===== src/wdt_defs.svh =====
/*
 * Register offsets, field positions, reset values and codes of the watchdog.
 * Assumes inclusion by bare name from the watchdog package and modules.
 */
`ifndef WDT_DEFS_SVH
`define WDT_DEFS_SVH

`define WDT_ADDR_W          12
`define WDT_ADDR_CTRL       12'hfd4
`define WDT_ADDR_CODE       12'hfd8
`define WDT_ADDR_COUNT      12'hfdc
`define WDT_ADDR_STATUS     12'hfe0
`define WDT_ADDR_MASK       12'hfe4

`define WDT_CTRL_RESET      8'ha6
`define WDT_CTRL_RO_MASK    8'hc0
`define WDT_CTRL_RO_VALUE   8'h80
`define WDT_BIT_RUN         5
`define WDT_BIT_OUTSEL      0
`define WDT_TAP_LSB         1
`define WDT_TAP_MSB         2

`define WDT_CLEAR_CODE      8'h4e
`define WDT_COUNT_TOP       8'hff
`define WDT_COUNT_ZERO      8'h00

`define WDT_STAT_IRQ        0
`define WDT_STAT_RST        1
`define WDT_STAT_ZERO       2'h0
`define WDT_MASK_RESET      2'h0

`define WDT_TAP0            5'h04
`define WDT_TAP1            5'h06
`define WDT_TAP2            5'h08
`define WDT_TAP3            5'h0a

`endif


===== src/wdt_pkg.sv =====
/*
 * Types shared by the watchdog modules.
 * Assumes wdt_defs.svh is on the include path.
 */
`default_nettype none
`include "wdt_defs.svh"

package wdt_pkg;
    typedef struct packed {
        logic                   psel;
        logic                   penable;
        logic                   pwrite;
        logic [`WDT_ADDR_W-1:0] paddr;
        logic [31:0]            pwdata;
    } apb_req_t;

    typedef struct packed {
        logic [31:0] prdata;
        logic        pready;
        logic        pslverr;
    } apb_rsp_t;
endpackage

`default_nettype wire


===== src/wdt_prescaler.sv =====
/*
 * Warm-up timer and tick divider of the watchdog.
 * Assumes one clock and an asynchronous active high reset.
 */
`default_nettype none
`include "wdt_defs.svh"

module wdt_prescaler #(
    parameter int WARMUP_CYCLES = 64,
    parameter int DIV_W         = 16
) (
    // clock and reset
    input  wire logic       clk,
    input  wire logic       reset,
    // control
    input  wire logic [1:0] tapSel,
    // status
    output logic            warmDone,
    output logic            tick
);
    logic [DIV_W-1:0] div_ff;
    logic [31:0]      warm_ff;
    logic             warmDone_ff;
    logic             tick_ff;
    logic [4:0]       tapBits;

    function automatic logic [4:0] tapOf(input logic [1:0] sel);
        case (sel)
            2'h0:    tapOf = `WDT_TAP0;
            2'h1:    tapOf = `WDT_TAP1;
            2'h2:    tapOf = `WDT_TAP2;
            default: tapOf = `WDT_TAP3;
        endcase
    endfunction

    assign tapBits  = tapOf(tapSel);
    assign warmDone = warmDone_ff;
    assign tick     = tick_ff;

    // warm-up after reset, then done forever
    always_ff @(posedge clk or posedge reset) begin
        if (reset) begin
            warm_ff     <= 32'h0;
            warmDone_ff <= 1'b0;
        end else if (!warmDone_ff) begin
            warm_ff <= warm_ff + 32'h1;
            if (warm_ff >= 32'(WARMUP_CYCLES - 1)) begin
                warmDone_ff <= 1'b1;
            end
        end
    end

    // divider tick every 2^tap cycles
    always_ff @(posedge clk or posedge reset) begin
        if (reset) begin
            div_ff  <= '0;
            tick_ff <= 1'b0;
        end else begin
            div_ff  <= div_ff + DIV_W'(1);
            tick_ff <= warmDone_ff &&
                       ((div_ff & DIV_W'((32'h1 << tapBits) - 32'h1))
                        == DIV_W'((32'h1 << tapBits) - 32'h1));
        end
    end
endmodule

`default_nettype wire


===== src/watchdog_timer_control.sv =====
/*
 * Watchdog timer with APB register access, interrupt and reset request.
 * Assumes one 50 MHz clock, asynchronous active high reset, APB master
 * on the same clock.
 */
// The implementer's own choice: the APB interface to the registers.
// Notes on behaviour
// - software selects whether an overflow sets the interrupt status bit or sets the reset status bit and raises a reset request
// - watchdog starts by itself once the warm-up after reset ends
// - control bit 5 runs (1) or stops (0) the watchdog, resets to 1
// - eight-bit up counter, cleared by writing the clear code
// - control, clear-code, count monitor and status registers visible to software
// - control at 0x0fd4, top bits read 1 and 0, reset value 10100110
`default_nettype none
`include "wdt_defs.svh"

module watchdog_timer_control #(
    parameter int WARMUP_CYCLES = 64,
    parameter int DIV_W         = 16
) (
    // clock and reset
    input  wire logic             clk,
    input  wire logic             reset,
    // apb slave
    input  wire wdt_pkg::apb_req_t apbReq,
    output wdt_pkg::apb_rsp_t     apbRsp,
    // watchdog outputs
    output logic                  wdtIrq,
    output logic                  wdtResetReq
);
    import wdt_pkg::*;

    logic [7:0]  ctrl_ff;
    logic [7:0]  count_ff;
    logic [1:0]  status_ff;
    logic [1:0]  mask_ff;
    logic [31:0] prdata_ff;
    logic        pready_ff;
    logic        pslverr_ff;
    logic        irq_ff;
    logic        rstReq_ff;
    logic        warmDone;
    logic        tick;
    logic        running;
    logic        overflow;
    logic        accessDone;
    logic        wrDone;
    logic        rdDone;
    logic        codeWrite;
    logic        statusRead;
    logic [1:0]  nxt_status;
    logic [31:0] readMux;
    logic        mapped;

    function automatic logic isMapped(input logic [`WDT_ADDR_W-1:0] a);
        isMapped = (a == `WDT_ADDR_CTRL) || (a == `WDT_ADDR_CODE) ||
                   (a == `WDT_ADDR_COUNT) || (a == `WDT_ADDR_STATUS) ||
                   (a == `WDT_ADDR_MASK);
    endfunction

    wdt_prescaler #(
        .WARMUP_CYCLES (WARMUP_CYCLES),
        .DIV_W         (DIV_W)
    ) u_prescaler (
        .clk      (clk),
        .reset    (reset),
        .tapSel   (ctrl_ff[`WDT_TAP_MSB:`WDT_TAP_LSB]),
        .warmDone (warmDone),
        .tick     (tick)
    );

    // bus handshake terms
    assign accessDone = apbReq.psel && apbReq.penable && pready_ff;
    assign wrDone     = accessDone && apbReq.pwrite;
    assign rdDone     = accessDone && !apbReq.pwrite;
    assign mapped     = isMapped(apbReq.paddr);
    assign codeWrite  = wrDone && (apbReq.paddr == `WDT_ADDR_CODE) &&
                        (apbReq.pwdata[7:0] == `WDT_CLEAR_CODE);
    assign statusRead = rdDone && (apbReq.paddr == `WDT_ADDR_STATUS);

    assign running  = warmDone && ctrl_ff[`WDT_BIT_RUN];
    assign overflow = running && tick && (count_ff == `WDT_COUNT_TOP);

    // read data selection
    always_comb begin
        readMux = 32'h0;
        case (apbReq.paddr)
            `WDT_ADDR_CTRL:   readMux = {24'h0, (ctrl_ff & ~`WDT_CTRL_RO_MASK)
                                         | `WDT_CTRL_RO_VALUE};
            `WDT_ADDR_COUNT:  readMux = {24'h0, count_ff};
            `WDT_ADDR_STATUS: readMux = {30'h0, status_ff};
            `WDT_ADDR_MASK:   readMux = {30'h0, mask_ff};
            default:          readMux = 32'h0;
        endcase
    end

    // apb response: one wait state, then ready
    always_ff @(posedge clk or posedge reset) begin
        if (reset) begin
            pready_ff  <= 1'b0;
            pslverr_ff <= 1'b0;
            prdata_ff  <= 32'h0;
        end else begin
            pready_ff  <= apbReq.psel && apbReq.penable && !pready_ff;
            pslverr_ff <= apbReq.psel && apbReq.penable && !pready_ff && !mapped;
            if (apbReq.psel && apbReq.penable && !pready_ff && !apbReq.pwrite) begin
                prdata_ff <= readMux;
            end
        end
    end

    // control register
    always_ff @(posedge clk or posedge reset) begin
        if (reset) begin
            ctrl_ff <= `WDT_CTRL_RESET;
        end else if (wrDone && (apbReq.paddr == `WDT_ADDR_CTRL)) begin
            ctrl_ff <= (apbReq.pwdata[7:0] & ~`WDT_CTRL_RO_MASK)
                       | `WDT_CTRL_RO_VALUE;
        end
    end

    // mask register
    always_ff @(posedge clk or posedge reset) begin
        if (reset) begin
            mask_ff <= `WDT_MASK_RESET;
        end else if (wrDone && (apbReq.paddr == `WDT_ADDR_MASK)) begin
            mask_ff <= apbReq.pwdata[1:0];
        end
    end

    // eight-bit up counter
    always_ff @(posedge clk or posedge reset) begin
        if (reset) begin
            count_ff <= `WDT_COUNT_ZERO;
        end else if (codeWrite) begin
            count_ff <= `WDT_COUNT_ZERO;
        end else if (running && tick) begin
            count_ff <= count_ff + 8'h01;
        end
    end

    // sticky status, read clears, new event wins
    always_comb begin
        nxt_status = statusRead ? `WDT_STAT_ZERO : status_ff;
        if (overflow && !ctrl_ff[`WDT_BIT_OUTSEL]) begin
            nxt_status[`WDT_STAT_IRQ] = 1'b1;
        end
        if (overflow && ctrl_ff[`WDT_BIT_OUTSEL]) begin
            nxt_status[`WDT_STAT_RST] = 1'b1;
        end
    end

    always_ff @(posedge clk or posedge reset) begin
        if (reset) begin
            status_ff <= `WDT_STAT_ZERO;
        end else begin
            status_ff <= nxt_status;
        end
    end

    // outputs
    always_ff @(posedge clk or posedge reset) begin
        if (reset) begin
            irq_ff    <= 1'b0;
            rstReq_ff <= 1'b0;
        end else begin
            irq_ff    <= |(nxt_status & mask_ff);
            rstReq_ff <= overflow && ctrl_ff[`WDT_BIT_OUTSEL];
        end
    end

    // one driver for the whole response struct
    assign apbRsp         = '{prdata: prdata_ff, pready: pready_ff, pslverr: pslverr_ff};
    assign wdtIrq         = irq_ff;
    assign wdtResetReq    = rstReq_ff;
endmodule

`default_nettype wire


===== config.mk =====
export PLATFORM = sky130hd
export DESIGN_NAME = watchdog_timer_control
export DESIGN_NICKNAME = d
export VERILOG_FILES = /design/src/wdt_pkg.sv /design/src/wdt_prescaler.sv /design/src/watchdog_timer_control.sv
export VERILOG_INCLUDE_DIRS = /design/src
export SDC_FILE = /design/constraint.sdc
export NUM_CORES = 1
export LEC_CHECK = 0
export BUFFER_PORTS_ARGS = -buffer_cell sky130_fd_sc_hd__clkbuf_2
export CAP_MARGIN = 20
export CORE_ASPECT_RATIO = 0.6
export CORE_MARGIN = 5
export CORE_UTILIZATION = 30
export CTS_CLUSTER_DIAMETER = 120
export CTS_CLUSTER_SIZE = 30
export DETAILED_ROUTE_END_ITERATION = 10
export SETUP_SLACK_MARGIN = 0.15
export SYNTH_ARGS = -nofsm -noshare
export SYNTH_HDL_FRONTEND = slang
export SYNTH_SLANG_ARGS = --single-unit

===== constraint.sdc =====
create_clock -name clk -period 2.27 [get_ports clk]
set_input_delay 0.5675 -clock clk [delete_from_list [all_inputs] [get_ports clk]]
set_output_delay 0.5675 -clock clk [all_outputs]
set_load 0.01 [all_outputs]

==> results.txt, run 1 <==
----------------------------------------------------
[Route]
  Starting DRT DRC Count ... 177
  Average wire per standard cell ... 14.2 um
  Overall via count from detail_route ... 2500
  Detail-routed via count per cell ... 4.69
  Count of unresolved DRC violations after routing ... 0
  Drt pass-1 iters ... 5
  Count of antenna-violating nets left after detailed routing ... 0
  Total detailed-routing wirelength ... 7560 um

[Timing]
  Worst clock skew on the final layout ... 7.19 ps
  Unrepaired setup endpoints after global routing ... false
  Sum Neg Setup Slack ... 0 ps
  Slew Limit Fails ... 0
  Hold_ws ... 284 ps
  Worst-Margin Slew ... 576 ps
  Final period demand of the worst path ... 1900 ps
  Number of hold violations in the final report ... 0
  Fraction of the cycle the final worst path needs ... 0.836
  Number of setup violations in the final report ... 0
  Peak clock frequency supported by timing ... 0.527 GHz
  Max-slew headroom at the worst pin ... 0.615

[Cells and area]
  Number of inserted filler cells in the final layout ... 1132
  Most used cells in the layout excluding fill and tap cells ... sky130_fd_sc_hd__dfrtp_1 (71), sky130_fd_sc_hd__clkbuf_2 (36), sky130_fd_sc_hd__xnor2_1 (35)
  Area of the multi-input gates ... 0.00151 mm2
  Final Core Density ... 0.367
  Number of nets in the finished design ... 421
  Synthesis-to-layout area growth ... 18.4%
  Fraction of layout cells with a size suffix above 1 ... 0.206
  Register area ... 0.00186 mm2
  Most common cell after layout, fill and taps aside ... sky130_fd_sc_hd__dfrtp_1
  Total inserted antenna cells ... 0

[Synth]
  Summed instance area of the synthesized netlist ... 0.00355 mm2
  Synthesized area divided by synthesized cell count ... 11.0 um2
  Warnings, synthesis ... 0
  Area leader, netlist ... sky130_fd_sc_hd__dfrtp_1
  Share of synthesized flip-flops with an asynchronous set or reset ... 1.00
  Number of enable flip-flop cells after synthesis ... 0
  Count of different cell masters after synthesis ... 45
  Sequential element share of the synthesized area ... 0.523
  Top cells by area in the synthesized netlist ... sky130_fd_sc_hd__dfrtp_1 (50%), sky130_fd_sc_hd__xnor2_1 (8.6%), sky130_fd_sc_hd__buf_4 (5.9%)
  Syn Inst Count ... 322
  Top_reg_cell synth ... sky130_fd_sc_hd__dfrtp_1
  Number of flip-flops and latches in the synthesized netlist ... 74
  Share of the synthesized area in the top cell type ... 0.501

[Global routing]
  Leftover overflow at the end of global routing ... 0
  Wire length of the first global-routing pass ... 12300 um
  Pin count of the biggest net entering global routing ... 29
  GR Util All Layers ... 0.112
  Via count of the first global-routing pass ... 2400
  Number of antenna violations at the first check in global routing ... 0

[Clocking]
  TritonCTS clock tree ... yes
  Num CTS Buffers ... 9
  Post-CTS setup-driven buffer insertion count ... 0
  Maximum level of the CTS H-tree ... 3
  Clock root buffer master ... sky130_fd_sc_hd__clkbuf_16
  Clk Latency, worst-skew pair ... 340 ps
  Largest buffer count on any clock path ... 2
  Post-CTS Hold Buffers ... 0
  Post-cts sizing count ... 0
  Num Clock Sinks ... 74
  Clock-pin slew of the registers on the worst-case setup and hold paths ... 50 ps

[Setup path]
  Critical path fanouts, max ... 5
  Setup crit start kind ... primary input
  Ordered list of cells on the worst path ... clkbuf_2, or3b_2, nor2_1, o21ai_0, a221oi_1, a221o_1
  Required time of the critical path ... 2540 ps
  Start-to-end type of the worst setup path ... primary input to flop
  CP Data Arrival Time ... 2170 ps
  Worst R2R Setup Slack ... 400 ps
  End of the critical path ... prdata_ff[1]
  Standard cell with the maximum stage delay on the critical path ... sky130_fd_sc_hd__or3b_2
  Worst setup startpoint ... apbReq[36]
  Worst flop-to-flop path startpoint ... u_prescaler.warm_ff[7]
  Max stage delay on crit path ... 480 ps
  Worst-case reg-to-reg path depth ... 5
  Type of destination of the critical path ... flop
  End of the worst register-to-register path ... u_prescaler.warm_ff[20]

[Placed design]
  Half-perimeter wire length after placement ... 5680 um
  Routability-driven placement congestion ratio ... 0.884
  Port buffer count ... 36

[Hold path]
  Worst min-delay path category ... primary input to async pin

[Floorplanning]
  Area of the die ... 0.0142 mm2
  Number of rows in the core area ... 30
  Effective utilization at floorplan ... 0.310
  Area inside the core boundary ... 0.0114 mm2
  IO Count ... 85
  Die Ht ... 94.2 um
  Die X ... 150 um

[Pwr]
  Static Leakage ... 0.00201 uW
  Power density cells ... 702 mW/mm2
  Maximum vdd drop ... 0.000322 V

[Flow run]
  Max Cap Viol ... 0

[Status]
  Run status ... finished, final reports clean

----------------------------------------------------
[worst min path at each step]
| stage | from | endpoint | slack [ps] |
|---|---|---|---|
| global route | reset | prdata_ff[7] | 330 |
| floorplan | u_prescaler.warm_ff[5] | u_prescaler.warm_ff[5] | 440 |
| detailed placement | u_prescaler.warm_ff[5] | u_prescaler.warm_ff[5] | 470 |
| CTS | reset | prdata_ff[7] | 300 |
| global placement | prdata_ff[7] | prdata_ff[7] | 450 |
| finish | reset | u_prescaler.warm_ff[25] | 280 |
[state kept, by name (all words and copies together) (netlist names)]
| register | flops |
|---|---|
| count_ff | 8 |
| ctrl_ff | 6 |
| mask_ff | 2 |
| prdata_ff | 8 |
| pready_ff | 1 |
| pslverr_ff | 1 |
| status_ff | 2 |
| u_prescaler.div_ff | 10 |
| u_prescaler.tick | 1 |
| u_prescaler.warmDone | 1 |
| u_prescaler.warm_ff | 32 |
| wdtIrq | 1 |
| wdtResetReq | 1 |
[per-stage QoR]
| step | total power, uW | setup slack, ps | std cells | cell area [um2] |
|---|---|---|---|---|
| 6_report | 2950 | 371 | 533 | 4200 |
| 5_1_grt | 3060 | 272 | 533 | 4200 |
| 3_5_place_dp | 1450 | 40.5 | 517 | 3880 |
| 3_3_place_gp | 1450 | 121 | 517 | 3880 |
| 4_1_cts | 2990 | 400 | 533 | 4200 |
| 2_1_floorplan | 1430 | 342 | 345 | 3640 |
[layout make-up]
class,count,area share
Inverter,10,0.00983
Clock inverter,5,0.0185
Multi-Input combinational cell,228,0.360
Timing Repair Buffer,45,0.0649
Clock buffer,11,0.0578
Sequential cell,74,0.442
Tap cell,160,0.0477
[routing by layer]
layer,vias up,share of wire,global-route usage
met5,-,0,0
met4,0,0.010,0.0320
met3,8,0.058,0.0405
met2,68,0.42,0.143
met1,1239,0.51,0.172
li1,1185,-,-
[cells in the mapped netlist, types with 2 or more instances]
cell and count:
sky130_fd_sc_hd__dfrtp_1 71, sky130_fd_sc_hd__xnor2_1 35, sky130_fd_sc_hd__buf_4 28, sky130_fd_sc_hd__nand2_1 26
sky130_fd_sc_hd__and3_1 18, sky130_fd_sc_hd__nand3_1 17, sky130_fd_sc_hd__nor2_1 17, sky130_fd_sc_hd__nand4_1 15
sky130_fd_sc_hd__inv_1 10, sky130_fd_sc_hd__xor2_1 10, sky130_fd_sc_hd__mux2_2 9, sky130_fd_sc_hd__nor4_1 8
sky130_fd_sc_hd__and4_1 5, sky130_fd_sc_hd__nor3_1 5, sky130_fd_sc_hd__a222oi_1 4, sky130_fd_sc_hd__clkbuf_1 4
sky130_fd_sc_hd__ha_1 4, sky130_fd_sc_hd__dfstp_2 3, sky130_fd_sc_hd__a211o_1 2, sky130_fd_sc_hd__a22o_1 2
sky130_fd_sc_hd__and2_1 2, sky130_fd_sc_hd__and3b_1 2, sky130_fd_sc_hd__and4_4 2, sky130_fd_sc_hd__o2bb2ai_1 2
[logic make-up (layout without fill, tap and decap cells)]
| family | Yosys count | after routing | synth area share |
|---|---|---|---|
| other cells | 1 | 24 | 0.00106 |
| simple gates | 122 | 122 | 0.187 |
| flops | 74 | 74 | 0.523 |
| mux | 10 | 10 | 0.0314 |
| buf+inv | 43 | 71 | 0.0755 |
| compound gates | 22 | 22 | 0.0519 |
| fa+ha+maj | 4 | 4 | 0.0141 |
| xor+xnor | 46 | 46 | 0.116 |
[worst max-delay path, delay by kind of cell]
family / cells / cell delay, ps
buffers and inverters: 1 / 120
AOI/OAI and AO/OA: 3 / 730
and+or+nand+nor: 2 / 750
[report_power, final]
| part | internal (uW) | switching (uW) | total, uW |
|---|---|---|---|
| clock | 988 | 531 | 1520 |
| sequential | 1320 | 2.12 | 1320 |
| combinational | 33.5 | 73.2 | 107 |
| total | 2340 | 606 | 2950 |
No activity file was read; power rests on OpenSTA's default activity.
==> run 2, diff against run 1 <==
clock period = 1.7 ns   (was 2.27 ns; I/O delays follow)
==> run 2 against run 1 <==
Against the previous run: final cell count increased by 8.8%; clock power up 38%; global-route usage grew 0.63 points; hold slack got worse by 240 ps; sequential share of layout area decreased by 4.6 points; critical path depth unchanged; flip-flop and latch count unchanged; combinational power is 51% higher; sequential power grew 34%; first-iteration DRC count decreased by 13%; critical path type unchanged; largest power group unchanged.
==> results.txt, run 2 (synthesized netlist as in run 1, its figures left out) <==
----------------------------------------------------
[Pwr]
  Power density cells ... 859 mW/mm2 (was 702 mW/mm2)
  Maximum vdd drop ... 0.000416 V (was 0.000322 V)
  Static Leakage ... 0.00226 uW (was 0.00201 uW)

[Clocking]
  Maximum level of the CTS H-tree ... 3 (unchanged)
  Largest buffer count on any clock path ... 2 (unchanged)
  Num Clock Sinks ... 74 (unchanged)
  Clock-pin slew of the registers on the worst-case setup and hold paths ... 60 ps (was 50 ps)
  Clk Latency, worst-skew pair ... 330 ps (was 340 ps)
  Clock root buffer master ... sky130_fd_sc_hd__clkbuf_16 (unchanged)
  Num CTS Buffers ... 9 (unchanged)
  TritonCTS clock tree ... yes (unchanged)

[Setup path]
  Required time of the critical path ... 1920 ps (was 2540 ps)
  Ordered list of cells on the worst path ... clkbuf_2, or3b_4, nor3_1, nand4b_1, o2bb2ai_2, a22o_1 (was clkbuf_2, or3b_2, nor2_1, o21ai_0, a221oi_1, a221o_1)
  Type of destination of the critical path ... flop (unchanged)
  CP Data Arrival Time ... 1790 ps (was 2170 ps)
  Standard cell with the maximum stage delay on the critical path ... sky130_fd_sc_hd__or3b_4 (was sky130_fd_sc_hd__or3b_2)
  Setup crit start kind ... primary input (unchanged)
  Buf/Inv on CP ... 1 (unchanged)
  Critical path fanouts, max ... 3 (was 5)
  Max stage delay on crit path ... 410 ps (was 480 ps)
  CP top delay family ... simple AND/OR/NAND/NOR gates (unchanged)
  Start-to-end type of the worst setup path ... primary input to flop (unchanged)

[Placed design]
  Placed insts ... 553 (was 517)
  Port buffer count ... 36 (unchanged)
  Routability-driven placement congestion ratio ... 0.797 (was 0.884)
  Half-perimeter wire length after placement ... 6080 um (was 5680 um)
  Placed inst area ... 0.00419 mm2 (was 0.00388 mm2)

[Global routing]
  Wire length of the first global-routing pass ... 13000 um (was 12300 um)
  Leftover overflow at the end of global routing ... 0 (unchanged)
  Pin count of the biggest net entering global routing ... 30 (was 29)
  GR Util All Layers ... 0.118 (was 0.112)
  Number of antenna violations at the first check in global routing ... 0 (unchanged)
  Via count of the first global-routing pass ... 2519 (was 2400)

[Flow run]
  Max Cap Viol ... 0 (unchanged)

[Timing]
  Unrepaired setup endpoints after global routing ... true (was false)
  Number of setup violations in the final report ... 0 (unchanged)
  Final period demand of the worst path ... 1570 ps
  Hold_ws ... 39.3 ps (was 284 ps)
  Slew Limit Fails ... 0 (unchanged)
  Peak clock frequency supported by timing ... 0.639 GHz
  Number of hold violations in the final report ... 0 (unchanged)
  Fraction of the cycle the final worst path needs ... 0.921
  Worst clock skew on the final layout ... 5.98 ps (was 7.19 ps)

[Cells and area]
  Synthesis-to-layout area growth ... 32.3% (was 18.4%)
  Final non-filler cell total ... 580 (was 533)
  Total inserted antenna cells ... 0 (unchanged)
  Number of inserted filler cells in the final layout ... 1111 (was 1132)
  Largest regs ... u_prescaler.warm_ff (32), u_prescaler.div_ff (10) (unchanged)
  Most common cell after layout, fill and taps aside ... sky130_fd_sc_hd__dfrtp_1 (unchanged)
  Fraction of layout cells with a size suffix above 1 ... 0.352 (was 0.206)
  Largest Register ... u_prescaler.warm_ff (unchanged)
  Most used cells in the layout excluding fill and tap cells ... sky130_fd_sc_hd__dfrtp_1 (71), sky130_fd_sc_hd__buf_4 (53), sky130_fd_sc_hd__clkbuf_2 (36) (was sky130_fd_sc_hd__dfrtp_1 (71), sky130_fd_sc_hd__clkbuf_2 (36), sky130_fd_sc_hd__xnor2_1 (35))
  Final instance area ... 0.00469 mm2 (was 0.00420 mm2)
  Number of flip-flops under the largest register name ... 32 (unchanged)
  Number of nets in the finished design ... 468 (was 421)

[Hold path]
  Worst min-delay path category ... primary input to async pin (unchanged)

[Status]
  Run status ... finished, final reports clean (unchanged)

[Floorplanning]
  Area inside the core boundary ... 0.0114 mm2 (unchanged)
  Die X ... 150 um (unchanged)
  Number of rows in the core area ... 30 (unchanged)
  Die Ht ... 94.2 um (unchanged)
  Area of the die ... 0.0142 mm2 (unchanged)
  Effective utilization at floorplan ... 0.310 (unchanged)
  IO Count ... 85 (unchanged)

[Route]
  Starting DRT DRC Count ... 154 (was 177)
  Count of unresolved DRC violations after routing ... 0 (unchanged)
  Total detailed-routing wirelength ... 7940 um (was 7560 um)
  Count of antenna-violating nets left after detailed routing ... 0 (unchanged)
  Overall via count from detail_route ... 2642 (was 2500)
  Average wire per standard cell ... 13.7 um (was 14.2 um)
  Detail-routed via count per cell ... 4.56 (was 4.69)
  Drt pass-1 iters ... 5 (unchanged)

----------------------------------------------------
[run 2: changes by cell type in the layout (fill, tap and decap cells not counted), moves of 2 or more]
cell | before | now
sky130_fd_sc_hd__and4_4 | 2 | 5
sky130_fd_sc_hd__nor4_2 | 0 | 2
sky130_fd_sc_hd__o2bb2ai_1 | 2 | 0
sky130_fd_sc_hd__buf_4 | 7 | 53
sky130_fd_sc_hd__nor4_1 | 8 | 6
sky130_fd_sc_hd__clkinv_2 | 2 | 0
sky130_fd_sc_hd__o2bb2ai_2 | 0 | 2
sky130_fd_sc_hd__and3_1 | 18 | 11
sky130_fd_sc_hd__and3_4 | 0 | 6
sky130_fd_sc_hd__and4_1 | 5 | 1
[run 2: final timing paths]
path                                              start                 endpoint  slack, ps  cells past startpoint
min in group clk                              apbReq[2]               ctrl_ff[2]        350                      2
max in group asynchronous                         reset               ctrl_ff[5]       1150                      3
worst min register to register    u_prescaler.div_ff[9]    u_prescaler.div_ff[9]        480                      1
worst max-delay path                         apbReq[35]                   wdtIrq        130                      6
worst min-delay path                              reset             prdata_ff[7]         40                      2
worst max register to register  u_prescaler.warm_ff[10]  u_prescaler.warm_ff[18]        150                      7
[run 2: final cells by class]
| class | count | area (um2) | area share |
|---|---|---|---|
| Multi-Input combinational cell | 228 | 1630 | 0.347 |
| Clock buffer | 11 | 253 | 0.0539 |
| Tap cell | 160 | 200 | 0.0427 |
| Timing Repair Buffer | 92 | 629 | 0.134 |
| Sequential cell | 74 | 1860 | 0.395 |
| Inverter | 10 | 41.3 | 0.00880 |
| Clock inverter | 5 | 85.1 | 0.0181 |
[run 2: routing by layer]
metal / routed length [um] / GRT usage / vias up
met1: 4110 / 0.183 / 1312
met5: 0 / 0 / -
li1: - / - / 1276
met4: 62 / 0.0297 / 0
met2: 3320 / 0.153 / 45
met3: 444 / 0.0410 / 9
[run 2: power by group]
part	internal, uW	leakage (uW)	switching, uW	total [uW]
sequential	1760	0.000940	2.09	1770
clock	1370	0.000162	730	2100
combinational	57.3	0.00116	104	162
[run 2: per-stage QoR]
step           TNS, ps  utilization  setup WS (ps)  total power (uW)
2_1_floorplan        0            -           61.7              1920
3_5_place_dp      -697        0.366           -182              1960
4_1_cts              0        0.403            122              4080
6_report             0        0.410            134              4030
3_3_place_gp      -301        0.366           -149              1960
5_1_grt              0        0.410           59.9              4200
[run 2: repair_timing]
action                                  4_1_cts  5_1_grt
pin swaps                                     5        6
hold endpoints to repair                      0        0
hold buffers                                  0        0
setup buffers                                 6        5
endpoints found under the setup margin       16       24
cloned                                        0        0
resized for setup                            10       12
